### config.mk
export PLATFORM = sky130hd
export DESIGN_NAME = mrs_datapath
export DESIGN_NICKNAME = d
export VERILOG_FILES = /design/src/rtl/mrs_pkg.sv /design/src/rtl/mrs_datapath.sv
export VERILOG_INCLUDE_DIRS = /design/src /design/src/rtl
export SDC_FILE = /design/constraint.sdc
export NUM_CORES = 1
export LEC_CHECK = 0
export BUFFER_PORTS_ARGS = -buffer_cell sky130_fd_sc_hd__buf_2
export CAP_MARGIN = 40
export CORE_ASPECT_RATIO = 0.8
export CORE_MARGIN = 2
export CORE_UTILIZATION = 59
export CTS_CLUSTER_DIAMETER = 150
export CTS_CLUSTER_SIZE = 8
export DETAILED_ROUTE_END_ITERATION = 16
export PLACE_DENSITY_LB_ADDON = 0.3
export REMOVE_ABC_BUFFERS = 1
export SYNTH_ARGS = -nofsm -noshare
export SYNTH_HDL_FRONTEND = slang
export SYNTH_SLANG_ARGS = --single-unit
### constraint.sdc
create_clock -name aclk -period 5.2 [get_ports aclk]
set_input_delay 1.04 -clock aclk [delete_from_list [all_inputs] [get_ports aclk]]
set_output_delay 1.04 -clock aclk [all_outputs]
set_load 0.01 [all_outputs]
### src/rtl/mrs_defines.svh
`ifndef MRS_DEFINES_SVH
`define MRS_DEFINES_SVH

`define MRS_ADDR_CMD 8'h00
`define MRS_ADDR_MEM 8'h04
`define MRS_ADDR_WREG 8'h08
`define MRS_ADDR_STATUS 8'h0c
`define MRS_ADDR_PC 8'h10
`define MRS_ADDR_STACK 8'h14

`define MRS_CMD_BIT_LSB 8
`define MRS_CMD_IMM_LSB 16

`define MRS_ST_C 0
`define MRS_ST_Z 1
`define MRS_ST_OV 2
`define MRS_ST_AC 3
`define MRS_ST_MIE 4
`define MRS_ST_BUSY 5
`define MRS_ST_SKIP 6
`define MRS_ST_SVC 7
`define MRS_ST_MEMWR 8

`define MRS_RST_BYTE 8'h00
`define MRS_RST_PC 16'h0000
`define MRS_IRQ_VEC 16'h0004
`define MRS_RESP_OKAY 2'b00
`define MRS_RESP_SLVERR 2'b10

`define MRS_OP_NOP 5'h00
`define MRS_OP_RET_IMM 5'h01
`define MRS_OP_IRET 5'h02
`define MRS_OP_RL 5'h03
`define MRS_OP_RLA 5'h04
`define MRS_OP_RLC 5'h05
`define MRS_OP_ROTATE_LEFT_CARRY_TO_WREG 5'h06
`define MRS_OP_RR 5'h07
`define MRS_OP_RRA 5'h08
`define MRS_OP_RRC 5'h09
`define MRS_OP_ROTATE_RIGHT_CARRY_TO_WREG 5'h0a
`define MRS_OP_SBC 5'h0b
`define MRS_OP_MINUS_WITH_BORROW_TO_MEMORY 5'h0c
`define MRS_OP_SUB 5'h0d
`define MRS_OP_MINUS_TO_MEMORY 5'h0e
`define MRS_OP_SUBI 5'h0f
`define MRS_OP_SDZ 5'h10
`define MRS_OP_DECREMENT_TO_WREG_SKIP_IF_ZERO 5'h11
`define MRS_OP_SIZ 5'h12
`define MRS_OP_INCREMENT_TO_WREG_SKIP_IF_ZERO 5'h13
`define MRS_OP_SET 5'h14
`define MRS_OP_SETB 5'h15
`define MRS_OP_SNZ 5'h16
`define MRS_OP_SWAP 5'h17

`endif

### src/rtl/mrs_pkg.sv
package mrs_pkg;
	typedef enum logic [2:0] {
		MRS_IDLE = 3'b001,
		MRS_EXEC = 3'b010,
		MRS_DUMMY = 3'b100
	} mrs_state_t;
	typedef logic [4:0] mrs_op_t;
endpackage : mrs_pkg

### src/rtl/mrs_datapath.sv
// What this block does
// - Immediate return: pc from stack, wreg gets immediate
// - Interrupt return: pc from stack unless a request is pending, enable set
// - Pending interrupt serviced right after interrupt return
// - Rotate left in memory, flags untouched
// - Rotate right in memory, flags untouched
// - Left through carry: bit7 to carry
// - Right through carry: bit0 to carry
// - Rotate to wreg leaves memory unchanged
// - Borrow subtract, wreg or memory, four flags
// - Plain subtract of memory or immediate
// - Carry is inverted borrow on subtract
// - Step memory by one, skip on zero
// - Step into wreg only, skip on zero
// - Skip instructions take two cycles
// - Byte set writes all ones
// - Bit set forces one bit only
// - Bit test skips when bit set
// - Nibble exchange written back to memory
`timescale 1ns/1ps
`default_nettype none
`include "mrs_defines.svh"
module mrs_datapath
	import mrs_pkg::*;
#(
	parameter int ADDR_W = 8
) (
	input wire logic aclk,
	input wire logic aresetn,
	input wire logic [ADDR_W-1:0] s_axi_awaddr,
	input wire logic s_axi_awvalid,
	output logic s_axi_awready,
	input wire logic [31:0] s_axi_wdata,
	input wire logic [3:0] s_axi_wstrb,
	input wire logic s_axi_wvalid,
	output logic s_axi_wready,
	output logic [1:0] s_axi_bresp,
	output logic s_axi_bvalid,
	input wire logic s_axi_bready,
	input wire logic [ADDR_W-1:0] s_axi_araddr,
	input wire logic s_axi_arvalid,
	output logic s_axi_arready,
	output logic [31:0] s_axi_rdata,
	output logic [1:0] s_axi_rresp,
	output logic s_axi_rvalid,
	input wire logic s_axi_rready,
	input wire logic irq_pending,
	output logic master_interrupt_enable,
	output logic irq_service
);

	mrs_state_t state_q;
	mrs_op_t op_q;
	logic [2:0] bit_q;
	logic [7:0] imm_q, mem_q, wreg_q;
	logic c_q, z_q, ov_q, ac_q, mie_q, skip_q, svc_q, memwr_q;
	logic [15:0] pc_q, stack_q;

	logic aw_ok_q, w_ok_q, bvalid_q, rvalid_q;
	logic [ADDR_W-1:0] awaddr_q;
	logic [31:0] wdata_q, rdata_q;
	logic [3:0] wstrb_q;
	logic [1:0] bresp_q, rresp_q;

	logic wr_fire, idle, start, wr_ok, ex_now;
	logic [31:0] rd_mux;
	logic rd_err;

	assign idle = state_q == MRS_IDLE;
	assign ex_now = state_q == MRS_EXEC;
	assign wr_fire = aw_ok_q && w_ok_q && !bvalid_q;
	assign wr_ok = wr_fire && idle;
	assign start = wr_ok && awaddr_q == `MRS_ADDR_CMD && wstrb_q[0];

	// AXI4-Lite write channels taken in either order
	assign s_axi_awready = !aw_ok_q && !bvalid_q;
	assign s_axi_wready = !w_ok_q && !bvalid_q;
	assign s_axi_bvalid = bvalid_q;
	assign s_axi_bresp = bresp_q;
	assign s_axi_arready = !rvalid_q;
	assign s_axi_rvalid = rvalid_q;
	assign s_axi_rdata = rdata_q;
	assign s_axi_rresp = rresp_q;
	assign master_interrupt_enable = mie_q;
	assign irq_service = svc_q;

	always_ff @(posedge aclk) begin
		if (!aresetn) begin
			aw_ok_q <= 1'b0;
			awaddr_q <= '0;
		end else if (s_axi_awvalid && s_axi_awready) begin
			aw_ok_q <= 1'b1;
			awaddr_q <= s_axi_awaddr;
		end else if (wr_fire) begin
			aw_ok_q <= 1'b0;
		end
	end

	always_ff @(posedge aclk) begin
		if (!aresetn) begin
			w_ok_q <= 1'b0;
			wdata_q <= '0;
			wstrb_q <= '0;
		end else if (s_axi_wvalid && s_axi_wready) begin
			w_ok_q <= 1'b1;
			wdata_q <= s_axi_wdata;
			wstrb_q <= s_axi_wstrb;
		end else if (wr_fire) begin
			w_ok_q <= 1'b0;
		end
	end

	// Writes while busy or unmapped are dropped with SLVERR
	always_ff @(posedge aclk) begin
		if (!aresetn) begin
			bvalid_q <= 1'b0;
			bresp_q <= `MRS_RESP_OKAY;
		end else if (wr_fire) begin
			bvalid_q <= 1'b1;
			if (!idle) begin
				bresp_q <= `MRS_RESP_SLVERR;
			end else if (awaddr_q == `MRS_ADDR_CMD || awaddr_q == `MRS_ADDR_MEM ||
				awaddr_q == `MRS_ADDR_WREG || awaddr_q == `MRS_ADDR_STATUS ||
				awaddr_q == `MRS_ADDR_PC || awaddr_q == `MRS_ADDR_STACK) begin
				bresp_q <= `MRS_RESP_OKAY;
			end else begin
				bresp_q <= `MRS_RESP_SLVERR;
			end
		end else if (s_axi_bready) begin
			bvalid_q <= 1'b0;
		end
	end

	always_comb begin
		rd_mux = '0;
		rd_err = 1'b0;
		if (s_axi_araddr == `MRS_ADDR_CMD) begin
			rd_mux = {8'h00, imm_q, 5'h00, bit_q, 3'h0, op_q};
		end else if (s_axi_araddr == `MRS_ADDR_MEM) begin
			rd_mux = {24'h000000, mem_q};
		end else if (s_axi_araddr == `MRS_ADDR_WREG) begin
			rd_mux = {24'h000000, wreg_q};
		end else if (s_axi_araddr == `MRS_ADDR_STATUS) begin
			rd_mux[`MRS_ST_C] = c_q;
			rd_mux[`MRS_ST_Z] = z_q;
			rd_mux[`MRS_ST_OV] = ov_q;
			rd_mux[`MRS_ST_AC] = ac_q;
			rd_mux[`MRS_ST_MIE] = mie_q;
			rd_mux[`MRS_ST_BUSY] = !idle;
			rd_mux[`MRS_ST_SKIP] = skip_q;
			rd_mux[`MRS_ST_SVC] = svc_q;
			rd_mux[`MRS_ST_MEMWR] = memwr_q;
		end else if (s_axi_araddr == `MRS_ADDR_PC) begin
			rd_mux = {16'h0000, pc_q};
		end else if (s_axi_araddr == `MRS_ADDR_STACK) begin
			rd_mux = {16'h0000, stack_q};
		end else begin
			rd_err = 1'b1;
		end
	end

	always_ff @(posedge aclk) begin
		if (!aresetn) begin
			rvalid_q <= 1'b0;
			rdata_q <= '0;
			rresp_q <= `MRS_RESP_OKAY;
		end else if (s_axi_arvalid && s_axi_arready) begin
			rvalid_q <= 1'b1;
			rdata_q <= rd_mux;
			rresp_q <= rd_err ? `MRS_RESP_SLVERR : `MRS_RESP_OKAY;
		end else if (s_axi_rready) begin
			rvalid_q <= 1'b0;
		end
	end

	// Execution results for the latched operation
	logic [7:0] sub_b, ex_val, inc_v, dec_v;
	logic [8:0] diff9;
	logic [4:0] low5;
	logic bin, ex_mem_we, ex_wreg_we, ex_c_we, ex_c, ex_arith, ex_skip_op, ex_skip;

	always_comb begin
		sub_b = (op_q == `MRS_OP_SUBI) ? imm_q : mem_q;
		bin = (op_q == `MRS_OP_SBC || op_q == `MRS_OP_MINUS_WITH_BORROW_TO_MEMORY) ? !c_q : 1'b0;
		diff9 = {1'b0, wreg_q} - {1'b0, sub_b} - {8'h00, bin};
		low5 = {1'b0, wreg_q[3:0]} - {1'b0, sub_b[3:0]} - {4'h0, bin};
		inc_v = mem_q + 8'h01;
		dec_v = mem_q - 8'h01;
		ex_val = mem_q;
		ex_mem_we = 1'b0;
		ex_wreg_we = 1'b0;
		ex_c_we = 1'b0;
		ex_c = c_q;
		ex_arith = 1'b0;
		ex_skip_op = 1'b0;
		ex_skip = 1'b0;
		case (op_q)
			`MRS_OP_RET_IMM: begin
				ex_val = imm_q;
				ex_wreg_we = 1'b1;
			end
			`MRS_OP_RL, `MRS_OP_RLA: begin
				ex_val = {mem_q[6:0], mem_q[7]};
				ex_mem_we = op_q == `MRS_OP_RL;
				ex_wreg_we = op_q == `MRS_OP_RLA;
			end
			`MRS_OP_RLC, `MRS_OP_ROTATE_LEFT_CARRY_TO_WREG: begin
				ex_val = {mem_q[6:0], c_q};
				ex_c_we = 1'b1;
				ex_c = mem_q[7];
				ex_mem_we = op_q == `MRS_OP_RLC;
				ex_wreg_we = op_q == `MRS_OP_ROTATE_LEFT_CARRY_TO_WREG;
			end
			`MRS_OP_RR, `MRS_OP_RRA: begin
				ex_val = {mem_q[0], mem_q[7:1]};
				ex_mem_we = op_q == `MRS_OP_RR;
				ex_wreg_we = op_q == `MRS_OP_RRA;
			end
			`MRS_OP_RRC, `MRS_OP_ROTATE_RIGHT_CARRY_TO_WREG: begin
				ex_val = {c_q, mem_q[7:1]};
				ex_c_we = 1'b1;
				ex_c = mem_q[0];
				ex_mem_we = op_q == `MRS_OP_RRC;
				ex_wreg_we = op_q == `MRS_OP_ROTATE_RIGHT_CARRY_TO_WREG;
			end
			`MRS_OP_SBC, `MRS_OP_MINUS_WITH_BORROW_TO_MEMORY, `MRS_OP_SUB, `MRS_OP_MINUS_TO_MEMORY, `MRS_OP_SUBI: begin
				ex_val = diff9[7:0];
				ex_c_we = 1'b1;
				ex_c = !diff9[8];
				ex_arith = 1'b1;
				ex_mem_we = op_q == `MRS_OP_MINUS_WITH_BORROW_TO_MEMORY || op_q == `MRS_OP_MINUS_TO_MEMORY;
				ex_wreg_we = !ex_mem_we;
			end
			`MRS_OP_SDZ, `MRS_OP_DECREMENT_TO_WREG_SKIP_IF_ZERO, `MRS_OP_SIZ, `MRS_OP_INCREMENT_TO_WREG_SKIP_IF_ZERO: begin
				ex_val = (op_q == `MRS_OP_SDZ || op_q == `MRS_OP_DECREMENT_TO_WREG_SKIP_IF_ZERO) ? dec_v : inc_v;
				ex_mem_we = op_q == `MRS_OP_SDZ || op_q == `MRS_OP_SIZ;
				ex_wreg_we = !ex_mem_we;
				ex_skip_op = 1'b1;
				ex_skip = ex_val == 8'h00;
			end
			`MRS_OP_SET: begin
				ex_val = 8'hff;
				ex_mem_we = 1'b1;
			end
			`MRS_OP_SETB: begin
				ex_val = mem_q | (8'h01 << bit_q);
				ex_mem_we = 1'b1;
			end
			`MRS_OP_SNZ: begin
				ex_skip_op = 1'b1;
				ex_skip = mem_q[bit_q];
			end
			`MRS_OP_SWAP: begin
				ex_val = {mem_q[3:0], mem_q[7:4]};
				ex_mem_we = 1'b1;
			end
			default: begin
				ex_val = mem_q;
			end
		endcase
	end

	// skip class adds a dummy cycle
	always_ff @(posedge aclk) begin
		if (!aresetn) begin
			state_q <= MRS_IDLE;
		end else begin
			case (state_q)
				MRS_IDLE: if (start) state_q <= MRS_EXEC;
				MRS_EXEC: state_q <= ex_skip_op ? MRS_DUMMY : MRS_IDLE;
				MRS_DUMMY: state_q <= MRS_IDLE;
				default: state_q <= MRS_IDLE;
			endcase
		end
	end

	always_ff @(posedge aclk) begin
		if (!aresetn) begin
			op_q <= `MRS_OP_NOP;
			bit_q <= 3'h0;
			imm_q <= `MRS_RST_BYTE;
		end else if (wr_ok && awaddr_q == `MRS_ADDR_CMD) begin
			if (wstrb_q[0]) op_q <= wdata_q[4:0];
			if (wstrb_q[1]) bit_q <= wdata_q[`MRS_CMD_BIT_LSB +: 3];
			if (wstrb_q[2]) imm_q <= wdata_q[`MRS_CMD_IMM_LSB +: 8];
		end
	end

	// Memory operand and working register
	always_ff @(posedge aclk) begin
		if (!aresetn) begin
			mem_q <= `MRS_RST_BYTE;
			wreg_q <= `MRS_RST_BYTE;
		end else if (ex_now) begin
			if (ex_mem_we) mem_q <= ex_val;
			if (ex_wreg_we) wreg_q <= ex_val;
		end else if (wr_ok && wstrb_q[0]) begin
			if (awaddr_q == `MRS_ADDR_MEM) mem_q <= wdata_q[7:0];
			if (awaddr_q == `MRS_ADDR_WREG) wreg_q <= wdata_q[7:0];
		end
	end

	// Flags and interrupt enable
	always_ff @(posedge aclk) begin
		if (!aresetn) begin
			c_q <= 1'b0;
			z_q <= 1'b0;
			ov_q <= 1'b0;
			ac_q <= 1'b0;
			mie_q <= 1'b0;
		end else if (ex_now) begin
			if (ex_c_we) c_q <= ex_c;
			if (ex_arith) begin
				z_q <= ex_val == 8'h00;
				ov_q <= (wreg_q[7] != sub_b[7]) && (ex_val[7] != wreg_q[7]);
				ac_q <= !low5[4];
			end
			if (op_q == `MRS_OP_IRET) mie_q <= 1'b1;
		end else if (wr_ok && awaddr_q == `MRS_ADDR_STATUS && wstrb_q[0]) begin
			c_q <= wdata_q[`MRS_ST_C];
			z_q <= wdata_q[`MRS_ST_Z];
			ov_q <= wdata_q[`MRS_ST_OV];
			ac_q <= wdata_q[`MRS_ST_AC];
			mie_q <= wdata_q[`MRS_ST_MIE];
		end
	end

	// Program counter, stack top, outcome status
	always_ff @(posedge aclk) begin
		if (!aresetn) begin
			pc_q <= `MRS_RST_PC;
			stack_q <= `MRS_RST_PC;
			skip_q <= 1'b0;
			svc_q <= 1'b0;
			memwr_q <= 1'b0;
		end else if (ex_now) begin
			skip_q <= ex_skip;
			memwr_q <= ex_mem_we;
			svc_q <= 1'b0;
			if (op_q == `MRS_OP_RET_IMM) begin
				pc_q <= stack_q;
			end else if (op_q == `MRS_OP_IRET) begin
				// pending request vectored before main code
				pc_q <= irq_pending ? `MRS_IRQ_VEC : stack_q;
				svc_q <= irq_pending;
			end else if (ex_skip) begin
				pc_q <= pc_q + 16'h0002;
			end else begin
				pc_q <= pc_q + 16'h0001;
			end
		end else if (wr_ok && awaddr_q == `MRS_ADDR_PC) begin
			if (wstrb_q[0]) pc_q[7:0] <= wdata_q[7:0];
			if (wstrb_q[1]) pc_q[15:8] <= wdata_q[15:8];
		end else if (wr_ok && awaddr_q == `MRS_ADDR_STACK) begin
			if (wstrb_q[0]) stack_q[7:0] <= wdata_q[7:0];
			if (wstrb_q[1]) stack_q[15:8] <= wdata_q[15:8];
		end
	end
endmodule : mrs_datapath
`default_nettype wire

==> Word-level counts from Yosys, hierarchy flattened <==
Cells that the tools add are included.
{ "classes": {"n_addsub": 8, "n_lt_le_gt_ge": 1, "n_eq_ne": 44, "shifts": 1, "mux": 72, "bitwise": 3, "reduce_logical": 71} }
{ "ops": {"columns": ["cell", "n"], "rows": [
  ["16-bit two-way mux", 8],
  ["32-bit two-way mux", 3],
  ["8-bit two-way mux", 12],
  ["8-bit case mux with 10 select lines", 1],
  ["5-bit by 4-bit == test with 1-bit output (second input constant)", 8],
  ["5-bit == test (second input constant)", 8],
  ["1-bit two-way mux", 35],
  ["8-bit by 4-bit == test with 1-bit output (second input constant)", 4],
  ["8-bit by 5-bit == test with 1-bit output (second input constant)", 4],
  ["8-bit logical NOT", 4],
  ["23-bit two-way mux", 1],
  ["2-bit nonzero test", 11],
  ["5-bit by 3-bit == test with 1-bit output (second input constant)", 4],
  ["16-bit by 1-bit adder with 16-bit output (second input constant)", 1],
  ["16-bit by 2-bit adder with 16-bit output (second input constant)", 1],
  ["8-bit by 3-bit == test with 1-bit output (second input constant)", 2],
  ["1-bit logical AND", 16],
  ["1-bit case mux with 7 select lines", 2],
  ["2-bit AND reduction", 7],
  ["2-bit by 1-bit != test with 1-bit output (second input constant)", 6],
  ["5-bit by 2-bit == test with 1-bit output (second input constant)", 2],
  ["1-bit logical NOT", 10],
  ["5-bit OR reduction", 2],
  ["1-bit logical OR", 9],
  ["28 further kinds", 39]
]} }
{ "word_totals": {"regBits": 150, "in_bits": 60, "output_inout_bits": 43, "elab_cells": 228} }

==> Depth between registers and ports, before layout <==
{ "logic_depth": {"depth_word": 9, "mapped_depth": 18} }

==> Worst setup path after synthesis <==
Ideal clock, no wire load.
{ "synth_timing": {"path_type": "flip-flop to flip-flop", "startpoint": "register op_q[2]", "endpoint": "register mem_q[6]", "setup_time_ps": 142, "arrival_ps": 3493, "t_required_ps": 5058, "path_slack_ps": 1565, "path_stages_with_launch": 17, "path_buffers": 2, "synth_period_minus_slack_ps": 3635, "path_cell_list": "dfxtp_1 -> clkbuf_1 -> nand3_1 -> nor2_1 -> clkbuf_1 -> o21ai_0 -> fa_1 -> inv_1 -> ha_1 -> o21ai_0 -> a21oi_1 -> o21ai_0 -> nor2b_1 -> xnor2_1 -> a221oi_1 -> o31a_1 -> a21oi_1"} }
{ "synth_via": {"elab_chain_len": 7} }
{ "synth_rtl": {"columns": ["item", "line_no", "text"], "rows": [
  ["start: declaration", "mrs_datapath.sv:53", "mrs_op_t op_q;"],
  ["start signal: assignment", "mrs_datapath.sv:279", "op_q <= `MRS_OP_NOP;"],
  ["start signal: assignment", "mrs_datapath.sv:283", "if (wstrb_q[0]) op_q <= wdata_q[4:0];"],
  ["5-bit by 4-bit == test with 1-bit output", "mrs_datapath.sv:197", "case (op_q)"],
  ["8-bit two-way mux or 1-bit logical OR (tied branches)", null, null],
  ["8-bit by 8-bit subtractor with 9-bit output or 1-bit two-way mux (tied branches)", "mrs_datapath.sv:185, mrs_datapath.sv:184", null],
  ["9-bit by 1-bit subtractor with 9-bit output", "mrs_datapath.sv:185", "diff9 = {1'b0, wreg_q} - {1'b0, sub_b} - {8'h00, bin};"],
  ["8-bit case mux with 10 select lines", "mrs_datapath.sv:197", null],
  ["8-bit two-way mux", "mrs_datapath.sv:295", "if (ex_mem_we) mem_q <= ex_val;"],
  ["8-bit two-way mux", "mrs_datapath.sv:294", "end else if (ex_now) begin"],
  ["end signal: assignment", "mrs_datapath.sv:292", "mem_q <= `MRS_RST_BYTE;"],
  ["end signal: assignment", "mrs_datapath.sv:295", null],
  ["end signal: assignment", "mrs_datapath.sv:298", "if (awaddr_q == `MRS_ADDR_MEM) mem_q <= wdata_q[7:0];"],
  ["end: declaration", "mrs_datapath.sv:55", "logic [7:0] imm_q, mem_q, wreg_q;"]
]} }
Several ways; a longest one is shown, not always the timed one. The select of a mux whose other input is x is not followed.
A chain may end at the register's enable or synchronous reset.

==> Worst setup path in the final report <==
{ "layout_timing": {"startpoint": "register op_q[3]", "endpoint": "register pc_q[3]"} }
{ "layout_via": {"elab_chain_len": 9} }
{ "layout_rtl": {"columns": ["item", "line_no", "text"], "rows": [
  ["5-bit == test", "mrs_datapath.sv:197", null],
  ["1-bit logical OR (no source line)", null, null],
  ["8-bit two-way mux", "mrs_datapath.sv:235", "ex_val = (op_q == `MRS_OP_SDZ || op_q == `MRS_OP_DECREMENT_TO_WREG_SKIP_IF_ZERO) ? dec_v : inc_v;"],
  ["8-bit logical NOT", "mrs_datapath.sv:239", "ex_skip = ex_val == 8'h00;"],
  ["1-bit case mux with 2 select lines", "mrs_datapath.sv:197", null],
  ["16-bit two-way mux", "mrs_datapath.sv:346", "end else if (ex_skip) begin"],
  ["16-bit two-way mux", "mrs_datapath.sv:342", "end else if (op_q == `MRS_OP_IRET) begin"],
  ["16-bit two-way mux (*)", "mrs_datapath.sv:340", "if (op_q == `MRS_OP_RET_IMM) begin"],
  ["16-bit two-way mux (*)", "mrs_datapath.sv:336", "end else if (ex_now) begin"],
  ["end signal: assignment", "mrs_datapath.sv:341", "pc_q <= stack_q;"],
  ["end signal: assignment", "mrs_datapath.sv:344", "pc_q <= irq_pending ? `MRS_IRQ_VEC : stack_q;"],
  ["end signal: assignment", "mrs_datapath.sv:347", "pc_q <= pc_q + 16'h0002;"],
  ["end: declaration", "mrs_datapath.sv:57", "logic [15:0] pc_q, stack_q;"]
]} }
Mark *: on every way between the ends. The rest lies on a longest branch, timed or not.

==> results.cfg <==
[synth]
synth-seq-cells = 140
netlist-cell-type-count = 88
syn_area_sq_um = 8620
syn_inst = 1119
synth_area_leader_cell = dfxtp_1
synth_top_area_share_pct = 32.5
synth_seq_area_share_pct = 32.5
yosysWarningCount = 0
synth_enable_flop_cells = 0
synthFlopType = dfxtp_1
synth.avg_cell_area_sq_um = 7.70
synthArstFlopShare_pct = 0
ys_top_cells_by_area = dfxtp_1 (33%), nand2_1 (7.4%), mux2i_1 (7.3%)

[hold_path]
hold_class = flop to flop
worstHoldStart = s_axi_rdata[21]$_SDFFE_PN0P_
hold_depth = 2
min_to = s_axi_rdata[21]$_SDFFE_PN0P_

[sta]
setup_violations = 0
period_share_pct = 75.3
report.final.slew_viol_count = 0
skew_ns = 0.00814
worst_slew_pin_slew_ns = 0.789
layout_setup_ws_ns = 1.28
fin_crit_ns = 3.92
fmax_mhz = 255
hold_viol_final = 0
setup_tns_ns = 0
grt_setup_unrepaired = false
max_slew_margin_pct = 47.4

[floorplanning]
rows = 39
dieWidth_um = 139
core_sq_um = 14300
start_util_pct = 60.3
die_h_um = 112
die_area_sq_um = 15600
ioPinCount = 103

[grt]
grt.overflow.total = 0
antenna_found_initial = 0
grt_max_degree = 55
grt_pass1_wl_mm = 40.8
grt_pass1_vias = 7687
grt.total_usage_pct = 33.0

[route]
wire_per_inst_um = 19.0
wl_met2_mm = 10.6
drtIter0Drc = 1094
drt_wl_total_mm = 26.0
wl_met3_mm = 3.44
num_vias = 8581
vias_per_cell = 6.28
drc = 0
dr.max_layer_used = met4
wl_met1_mm = 11.4
ant_nets = 0
firstDrtPassIters = 5

[cells_and_area]
nets = 1254
area_growth_pct = 12.6
antennaDiodeCount = 0
final_common_cell = nand2_1
fin_area_sq_um = 9700
final_layout_size_suffix_gt1_share_pct = 14.6
fillers = 1255
mostFrequentLayoutCells = nand2_1 (169), dfxtp_1 (140), nor2_1 (120)

[cts]
cts.repair.resized = 0
post_cts_buffers = 0
numCtsBuffers = 17
clock_sinks = 140
cts_tree = yes
path_clk_slew_ns = 0.06
clk_latency_ns = 0.43
cts_max_path_buffers = 2
cts-hold-fix-buffers = 0
clock-root-buffer = clkbuf_16
h-tree-depth = 4

[placed_design]
port_buffers = 83
placed_area_sq_um = 9110
pre_cts_slack_ns = 1.37
gp_congestion = 1.01
hpwlAfterDp_mm = 18.2

[worst_setup_path]
end_kind = flop
crit_path_start_kind = flop
cp_data_arrival_time_ns = 4.27
r2r_slack_ns = 1.28
cp_max_fo = 22
worstPathRequired_ns = 5.55
r2r_cells = 14
r2r_end = pc_q[3]$_SDFFE_PN0P_
worstSetupPathType = flop to flop
r2r-start = op_q[3]$_SDFFE_PN0P_

[pwr]
p_switching_mw = 0.616
power_frac_comb_pct = 6.6
irDropWorstVdd_mv = 0.296
power_frac_seq_pct = 45.1
p_per_area_nw_per_um2 = 257
power.leakage_nw = 3.89
intPower_mw = 1.88
clock_power_share_pct = 48.3
sw_frac_of_total_pct = 24.7

[job]
maxCapViolCount = 0

[outcome]
status = finished, final reports clean
[worst max-delay path, cell delays in order (launching register included)]
cell and delay, ns:
dfxtp_1 0.31, buf_4 0.21, or2_1 0.27, nor3b_2 0.16
buf_4 0.19, inv_1 0.06, fa_1 0.40, nand2b_1 0.20
a211oi_1 0.26, o211ai_2 0.16, a2111oi_4 0.44, a311o_2 0.41
nand2_1 0.12, or4_1 0.51, o211ai_1 0.11
[per-layer routing]
layer	up-vias	track usage (%)
li1	4074	-
met2	506	47.4
met4	0	10.2
met5	-	0
met3	45	9.98
met1	3956	47.8
[Yosys cell counts (7+ instances only)]
master,number
nor2b_1,11
a31oi_1,19
and3_1,14
o211ai_1,14
buf_2,12
nand3_1,33
buf_4,10
nand2b_1,8
dfxtp_1,140
a21oi_1,118
mux2_2,12
clkbuf_1,55
nor2_1,120
inv_1,47
ha_1,23
nor3_1,26
xnor2_1,9
a21o_1,7
o21ai_1,10
nand4_1,8
o21ai_0,38
a221oi_1,7
nand2_1,169
a211oi_1,8
mux2i_1,63
[per-stage QoR]
| step | util [%] | hold slack [ns] | total power [mW] | instances |
|---|---|---|---|---|
| CTS | 67.9 | 0.451 | 2.50 | 1366 |
| detailed placement | 63.8 | 0.444 | 1.31 | 1334 |
| finish | 67.9 | 0.450 | 2.49 | 1366 |
| global placement | 63.3 | 0.436 | 1.30 | 1328 |
| floorplan | - | 0.436 | 1.23 | 1045 |
| global route | 67.9 | 0.472 | 2.56 | 1366 |
[area by class of cell]
type                       count  area [sq um]  share of cell area (%)
clock buffer                  19           443                    4.57
tap                          184           230                    2.37
timing repair buffer         105           597                    6.15
inverter                      47           178                    1.83
clock inverter                13           144                    1.48
sequential                   140          2800                    28.9
multi-input combinational    858          5310                    54.7
[how the worst max path moves through the flow]
stage,from,to,slack [ns],depth (start not counted)
after global routing,op_q[2]$_SDFFE_PN0P_,z_q$_SDFFE_PN0P_,0.96,13
after global placement,op_q[2]$_SDFFE_PN0P_,z_q$_SDFFE_PN0P_,1.45,15
final,op_q[3]$_SDFFE_PN0P_,pc_q[3]$_SDFFE_PN0P_,1.28,14
after CTS,op_q[3]$_SDFFE_PN0P_,pc_q[3]$_SDFFE_PN0P_,1.33,14
after detailed placement,op_q[2]$_SDFFE_PN0P_,z_q$_SDFFE_PN0P_,1.37,15
after floorplan,op_q[2]$_SDFFE_PN0P_,wreg_q[6]$_SDFFE_PN0P_,1.32,14
[registers in the layout, summed over array words and instances (netlist names), 5 cells and up]
name,count
wreg_q,8
stack_q,16
imm_q,8
mem_q,8
pc_q,16
wdata_q,24
s_axi_rdata,24
awaddr_q,8
op_q,5
[power by group through the flow]
stage	Clock [mW]	Sequential (mW)	Combinational [mW]
finish	1.20	1.12	0.165
global route	1.26	1.13	0.181
CTS	1.21	1.12	0.163
detailed placement	0	1.15	0.162
global placement	0	1.14	0.153
floorplan	0	1.14	0.0893
[kinds of logic (layout without fill, tap and decap cells)]
family | count (synthesis) | after routing | share of synthesized area, %
and+or+nand+nor | 446 | 446 | 24.5
AOI/OAI and AO/OA | 282 | 282 | 21.2
DFF | 140 | 140 | 32.5
buffers and inverters | 130 | 184 | 6.36
muxes | 81 | 81 | 10.1
adders and majority gates | 25 | 25 | 3.80
xor gates and xnor gates | 14 | 14 | 1.51
other | 1 | 10 | 0.0435
Note: power is estimated with default switching activity, not from simulation.
